[config.mk]
export PLATFORM = sky130hd
export DESIGN_NAME = rtca_alarm_regs
export DESIGN_NICKNAME = d
export VERILOG_FILES = /design/src/design/rtca_pkg.sv /design/src/design/rtca_alarm_match.sv /design/src/design/rtca_alarm_regs.sv
export VERILOG_INCLUDE_DIRS = /design/src /design/src/design
export SDC_FILE = /design/constraint.sdc
export NUM_CORES = 1
export LEC_CHECK = 0
export BUFFER_PORTS_ARGS = -buffer_cell sky130_fd_sc_hd__buf_2
export CAP_MARGIN = 30
export CORE_UTILIZATION = 25
export DETAILED_ROUTE_END_ITERATION = 8
export GPL_ROUTABILITY_DRIVEN = 0
export PLACE_DENSITY = 0.51
export SYNTH_ARGS = -nofsm -noshare
export SYNTH_HDL_FRONTEND = slang
export SYNTH_HIERARCHICAL = 1
export SYNTH_SLANG_ARGS = --single-unit
export TNS_END_PERCENT = 1
[constraint.sdc]
create_clock -name mclk -period 2.5 [get_ports mclk]
set_input_delay 0.25 -clock mclk [delete_from_list [all_inputs] [get_ports mclk]]
set_output_delay 0.25 -clock mclk [all_outputs]
set_load 0.005 [all_outputs]
[src/design/rtca_cfg.svh]
`ifndef RTCA_CFG_SVH
`define RTCA_CFG_SVH

//----------------------------------------
// Register offsets
//----------------------------------------
`define RTCA_ADDR_HOUR0  8'h0e
`define RTCA_ADDR_WKDAY0 8'h0f
`define RTCA_ADDR_DATE0  8'h10
`define RTCA_ADDR_HOUR1  8'h15
`define RTCA_ADDR_WKDAY1 8'h16
`define RTCA_ADDR_DATE1  8'h17

//----------------------------------------
// Reset values
//----------------------------------------
`define RTCA_RST_HOUR    6'h00
`define RTCA_RST_WEEKDAY_VALUE   8'h01
`define RTCA_RST_DATE    6'h01
`define RTCA_RST_RDATA   8'h00

//----------------------------------------
// Field positions
//----------------------------------------
`define RTCA_PIN_BIT     7
`define RTCA_SEL_HI      6
`define RTCA_SEL_LO      4
`define RTCA_FLAG_BIT    3
`define RTCA_WEEKDAY_VALUE_HI    2
`define RTCA_FMT_BIT     6
`define RTCA_MERID_BIT   5
`define RTCA_TEN12_BIT   4
`define RTCA_TEN24_HI    5
`define RTCA_TEN24_LO    4
`define RTCA_ONES_HI     3
`define RTCA_VAL_HI      5

//----------------------------------------
// Match select encodings
//----------------------------------------
`define RTCA_SEL_SEC     3'h0
`define RTCA_SEL_MIN     3'h1
`define RTCA_SEL_HOUR    3'h2
`define RTCA_SEL_WEEKDAY_VALUE   3'h3
`define RTCA_SEL_DATE    3'h4
`define RTCA_SEL_HSEC    3'h5
`define RTCA_SEL_RSVD    3'h6
`define RTCA_SEL_ALL     3'h7

`endif

[src/design/rtca_pkg.sv]
package rtca_pkg;

  typedef logic [2:0] rtca_sel_t;

  // Whole register state of the alarm block
  typedef struct packed {
    logic [1:0][7:0] weekday_value_cfg;
    logic [1:0][5:0] date_val;
    logic [1:0][5:0] hour_val;
    logic [7:0]      rdata;
  } rtca_state_s;

endpackage : rtca_pkg

[src/design/rtca_alarm_match.sv]
`timescale 1ns/1ns
`include "rtca_cfg.svh"
module rtca_alarm_match
  import rtca_pkg::*;
#(
  parameter int ALARM_IDX = 0
) (
  input  wire rtca_sel_t  alarm_match_select,
  input  wire logic [5:0] hour_val,
  input  wire logic [2:0] weekday_value,
  input  wire logic [5:0] date_val,
  input  wire logic [7:0] cur_hour,
  input  wire logic [2:0] cur_weekday,
  input  wire logic [5:0] cur_date,
  input  wire logic       sec_equal,
  input  wire logic       min_equal,
  input  wire logic       hsec_equal,
  input  wire logic       month_equal,
  output logic            hit
);

  logic hour_eq;
  logic weekday_value_eq;
  logic date_eq;
  logic month_ok;

  //----------------------------------------
  // Field comparisons
  //----------------------------------------
  // Hour compare follows the live 12/24 setting
  always_comb begin
    if (cur_hour[`RTCA_FMT_BIT]) begin
      hour_eq = (hour_val[`RTCA_MERID_BIT] == cur_hour[`RTCA_MERID_BIT])
             && (hour_val[`RTCA_TEN12_BIT] == cur_hour[`RTCA_TEN12_BIT])
             && (hour_val[`RTCA_ONES_HI:0] == cur_hour[`RTCA_ONES_HI:0]);
    end else begin
      hour_eq = (hour_val[`RTCA_TEN24_HI:`RTCA_TEN24_LO]
                 == cur_hour[`RTCA_TEN24_HI:`RTCA_TEN24_LO])
             && (hour_val[`RTCA_ONES_HI:0] == cur_hour[`RTCA_ONES_HI:0]);
    end
  end

  assign weekday_value_eq = (weekday_value == cur_weekday);
  assign date_eq  = (date_val == cur_date);
  // Month has no comparator on alarm 1, so it never gates there
  assign month_ok = (ALARM_IDX == 0) ? month_equal : 1'b1;

  //----------------------------------------
  // Select decode
  //----------------------------------------
  // Reserved codes never match, so a stray setting stays silent
  always_comb begin
    case (alarm_match_select)
      `RTCA_SEL_SEC:   hit = sec_equal;
      `RTCA_SEL_MIN:   hit = min_equal;
      `RTCA_SEL_HOUR:  hit = hour_eq;
      `RTCA_SEL_WEEKDAY_VALUE: hit = weekday_value_eq;
      `RTCA_SEL_DATE:  hit = date_eq;
      `RTCA_SEL_HSEC:  hit = (ALARM_IDX == 1) && hsec_equal;
      `RTCA_SEL_ALL:   hit = sec_equal && min_equal && hour_eq && weekday_value_eq
                             && date_eq && month_ok;
      default:         hit = 1'b0;
    endcase
  end

endmodule : rtca_alarm_match

[src/design/rtca_alarm_regs.sv]
`timescale 1ns/1ns
`include "rtca_cfg.svh"
module rtca_alarm_regs
  import rtca_pkg::*;
(
  input  wire logic       mclk,
  input  wire logic       rstn,
  input  wire logic       reg_wr,
  input  wire logic       reg_rd,
  input  wire logic [7:0] reg_addr,
  input  wire logic [7:0] reg_wdata,
  output logic      [7:0] reg_rdata,
  input  wire logic       osc_tick,
  input  wire logic [1:0] alarm_enable,
  input  wire logic [7:0] timekeeping_hour_reg,
  input  wire logic [2:0] cur_weekday,
  input  wire logic [5:0] cur_date,
  input  wire logic [1:0] sec_equal,
  input  wire logic [1:0] min_equal,
  input  wire logic [1:0] hsec_equal,
  input  wire logic       month_equal,
  output logic      [1:0] alarm_to_irq,
  output logic      [1:0] alarm_to_wdo
);

  localparam logic [1:0][7:0] HOUR_ADDR  = {`RTCA_ADDR_HOUR1, `RTCA_ADDR_HOUR0};
  localparam logic [1:0][7:0] WEEKDAY_VALUE_ADDR = {`RTCA_ADDR_WKDAY1, `RTCA_ADDR_WKDAY0};
  localparam logic [1:0][7:0] DATE_ADDR  = {`RTCA_ADDR_DATE1, `RTCA_ADDR_DATE0};

  rtca_state_s      st;
  rtca_state_s      next_st;
  logic       [1:0] hit;
  logic       [1:0] flag;

  //----------------------------------------
  // Per-alarm comparators and pin routing
  //----------------------------------------
  for (genvar i = 0; i < 2; i++) begin : g_alarm
    rtca_alarm_match #(
      .ALARM_IDX(i)
    ) u_match (
      .alarm_match_select(st.weekday_value_cfg[i][`RTCA_SEL_HI:`RTCA_SEL_LO]),
      .hour_val          (st.hour_val[i]),
      .weekday_value     (st.weekday_value_cfg[i][`RTCA_WEEKDAY_VALUE_HI:0]),
      .date_val          (st.date_val[i]),
      .cur_hour          (timekeeping_hour_reg),
      .cur_weekday       (cur_weekday),
      .cur_date          (cur_date),
      .sec_equal         (sec_equal[i]),
      .min_equal         (min_equal[i]),
      .hsec_equal        (hsec_equal[i]),
      .month_equal       (month_equal),
      .hit               (hit[i])
    );
    assign flag[i] = st.weekday_value_cfg[i][`RTCA_FLAG_BIT];
    // Each alarm steers its own flag to exactly one pin
    assign alarm_to_irq[i] = flag[i] && !st.weekday_value_cfg[i][`RTCA_PIN_BIT];
    assign alarm_to_wdo[i] = flag[i] &&  st.weekday_value_cfg[i][`RTCA_PIN_BIT];
  end

  //----------------------------------------
  // Next state: register writes, reads, match flags
  //----------------------------------------
  always_comb begin
    next_st = st;
    for (int i = 0; i < 2; i++) begin
      if (reg_wr) begin
        if (reg_addr == HOUR_ADDR[i]) begin
          // Bit 6 is never stored; bit 7 is dropped
          next_st.hour_val[i] = reg_wdata[`RTCA_VAL_HI:0];
        end else if (reg_addr == WEEKDAY_VALUE_ADDR[i]) begin
          next_st.weekday_value_cfg[i] = reg_wdata;
          // Writes may only clear the flag
          next_st.weekday_value_cfg[i][`RTCA_FLAG_BIT] = flag[i] && reg_wdata[`RTCA_FLAG_BIT];
        end else if (reg_addr == DATE_ADDR[i]) begin
          next_st.date_val[i] = reg_wdata[`RTCA_VAL_HI:0];
        end
      end
      // Set beats a same-cycle clear; only software ever clears
      if (osc_tick && alarm_enable[i] && hit[i]) begin
        next_st.weekday_value_cfg[i][`RTCA_FLAG_BIT] = 1'b1;
      end
    end
    if (reg_rd) begin
      next_st.rdata = `RTCA_RST_RDATA;
      for (int i = 0; i < 2; i++) begin
        if (reg_addr == HOUR_ADDR[i]) begin
          next_st.rdata = {1'b0, timekeeping_hour_reg[`RTCA_FMT_BIT], st.hour_val[i]};
        end else if (reg_addr == WEEKDAY_VALUE_ADDR[i]) begin
          next_st.rdata = st.weekday_value_cfg[i];
        end else if (reg_addr == DATE_ADDR[i]) begin
          next_st.rdata = {2'b00, st.date_val[i]};
        end
      end
    end
  end

  //----------------------------------------
  // State register
  //----------------------------------------
  always_ff @(posedge mclk or negedge rstn) begin
    if (!rstn) begin
      st.weekday_value_cfg <= {`RTCA_RST_WEEKDAY_VALUE, `RTCA_RST_WEEKDAY_VALUE};
      st.date_val  <= {`RTCA_RST_DATE, `RTCA_RST_DATE};
      st.hour_val  <= {`RTCA_RST_HOUR, `RTCA_RST_HOUR};
      st.rdata     <= `RTCA_RST_RDATA;
    end else begin
      st <= next_st;
    end
  end

  assign reg_rdata = st.rdata;

endmodule : rtca_alarm_regs

==> run_results.csv <==
group,metric,value,unit
finish,fin_cells,466,
floorplanning,core-area,11400,sq um
sta,setup_viol,0,
worst_setup_path,cp-start-kind,"register",
finish,n_antenna_cell,0,
worst_setup_path,reg2reg_slack,800,ps
global_route,grt_pass1_vias,2260,
sta,layout_min_cycle_time,1700,ps
worst_setup_path,reg2reg_depth,7,
clock_network,htreeDepth,2,
synth,synth.most_common_cell,"dfrtp_1",
worst_setup_path,r2r-start,"st[13]",
clock_network,ctsResizeCount,0,
drt,first_iter_violations,78,
drt,drt-vias-per-instance,4.82,
global_route,grt_max_degree,28,
power_and_ir_drop,ir_drop,0.320,mV
run,max-cap-violations,0,
synth,async_flop_share,100,%
clock_network,clkTransAtPathRegs,70,ps
finish,multi_input_area,1530,sq um
clock_network,clk_latency,280,ps
status,status,"complete, no violations",
sta,fmax,589,MHz
synth,synthesis.nets,321,
clock_network,tritoncts,"done",
placed_design,dpl.hpwl,6270,microns
sta,skew,5.74,ps
synth,synthDistinctLibCells,48,
clock_network,root_buffer,"clkbuf_16",
synth,avgSynthCellArea,10.6,sq um
finish,drive_gt1_share,36.8,%
finish,nNetsFinal,369,
finish,final.fill_count,1192,
finish,seqCellArea,1210,sq um
placed_design,place_inst,457,
floorplanning,io_pins,59,
placed_design,portBuffers,56,
synth,synth_seq_cells,48,
worst_setup_path,critical_path_class,"register to register",
floorplanning,floorplan.initialDensity,25.6,%
floorplanning,die_w,110,microns
floorplanning,die_h,110,microns
worst_setup_path,crit_arrival,1920,ps
worst_setup_path,critPathCaptureType,"register",
sta,drv_slew,0,
drt,antenna_left,0,
sta,hold_viol,0,
global_route,gr-total-overflow,0,
global_route,grt_pass1_wl,12300,microns
clock_network,cts_made_buffers,5,
drt,drcViolationCount,0,
finish,area_growth,18.1,%
synth,yosys_warnings,6,
floorplanning,core.rowCount,39,
clock_network,clock_path_buffers,2,
min_path,worstHoldPathType,"input port to register",
power_and_ir_drop,p_leak,1.55,nW
worst_setup_path,cp-startpoint,"st[13]",
synth,synth_top_cell_area_share,37.8,%
synth,synth_cells,274,
worst_setup_path,worstReg2RegEnd,"flag[0]",
min_path,hold_end,"st[47]",
sta,setup_tns,0,ps
drt,wl,7880,microns
drt,routed-via-count,2248,
global_route,antenna_found_initial,0,
worst_setup_path,critPathMaxFanout,3,
worst_setup_path,crit_required,2720,ps
sta,worstMarginPinSlew,517,ps
synth,netlist_top_cells_area,"dfrtp_1 38%, mux2_2 15%, xnor2_1 4.8%",
drt,post_drt_wl_per_cell,16.9,microns
synth,synth_top_area_cell,"dfrtp_1",
synth,synthFlopType,"dfrtp_1",
synth,synth_area,2910,sq um
sta,relSlewSlack,65.5,%
min_path,holdPathStages,2,
clock_network,clock-sinks,48,
power_and_ir_drop,power_density,523,nW/um^2
synth,synth_edf_count,0,
synth,ys_seq_area_share,41.4,%
sta,layout_worst_path_cycle_share,67.9,%
sta,rsz0062_at_grt,"no",
synth,synth_commonest_cells,"44 x dfrtp_1, 38 x mux2_2, 16 x xnor2_1",
drt,firstDrtPassIters,5,
min_path,min-delay-start,"reg_wdata[7]",
global_route,grt_util_all_layers,13.8,%
floorplanning,dieArea,12100,sq um
==> critical path, stage by stage, from the launching register on <==
cell     delay (ps)
dfrtp_1         410
xnor2_1         180
nand4_1         120
nor3_2          340
a41oi_1         180
o22ai_1         200
a32oi_1         130
nand2_1          80
==> worst max path at each step <==
stage | depth (start not counted) | end | slack [ps]
after floorplan | 5 | st[41] | 1040
after global placement | 5 | st[42] | 680
after detailed placement | 5 | st[45] | 660
after CTS | 7 | flag[0] | 800
after global routing | 7 | flag[0] | 690
final | 7 | flag[0] | 800
==> flip-flops by register name, indices dropped and copies added (netlist names) <==
| signal | flops |
|---|---|
| flag | 2 |
| reg_rdata | 8 |
| st | 38 |
==> cells in the final DEF (no fill, tap or decap), types with 8 or more instances in the layout <==
| master | instances |
|---|---|
| xnor2_1 | 16 |
| a21oi_1 | 8 |
| xor2_1 | 14 |
| inv_1 | 15 |
| nand2_1 | 9 |
| nand2b_1 | 15 |
| mux2_2 | 38 |
| buf_2 | 56 |
| dfrtp_1 | 44 |
| o22ai_1 | 9 |
| nor4_1 | 8 |
==> through the flow <==
stage	utilization, %	total power, mW	setup slack, ps	area [sq um]	hold slack (ps)
floorplan	-	1.01	1040	2910	-45.6
CTS	30.2	1.82	800	3440	208
global route	30.2	1.88	686	3440	213
finish	30.2	1.80	803	3440	214
global placement	28.8	1.12	680	3280	163
detailed placement	28.8	1.12	664	3280	170
==> layout make-up <==
class | instances | share of cell area (%)
multi-input cells | 191 | 44.4
flip-flops and latches | 48 | 35.1
repair buffers | 61 | 9.32
well taps | 143 | 5.20
clock buffers | 7 | 4.15
inverters | 15 | 1.64
clock inverters | 1 | 0.218
==> where the power goes <==
part           internal [mW]  switching, mW
combinational          0.120          0.132
clock                  0.399          0.292
sequential             0.817         0.0390
total                   1.34          0.462
==> kinds of logic after synthesis <==
group,synth area share [%]
buffers and inverters,6.14
muxes,15.7
and+or+nand+nor,15.8
AOI/OAI and AO/OA,11.9
xor gates and xnor gates,9.02
DFF,41.4
==> routing by layer <==
metal / track usage [%] / vias to the layer above / wire length [microns]
li1: - / 1082 / -
met1: 17.9 / 1106 / 3600
met2: 23.7 / 56 / 3920
met3: 2.37 / 4 / 328
met4: 2.86 / 0 / 30
met5: 0 / - / 0
==> what timing repair did <==
item                      4_1_cts  5_1_grt
hold endpoints to repair       11        0
hold buffers                    1        0
buffers inserted                0        0
(Power assumes the default switching activity.)
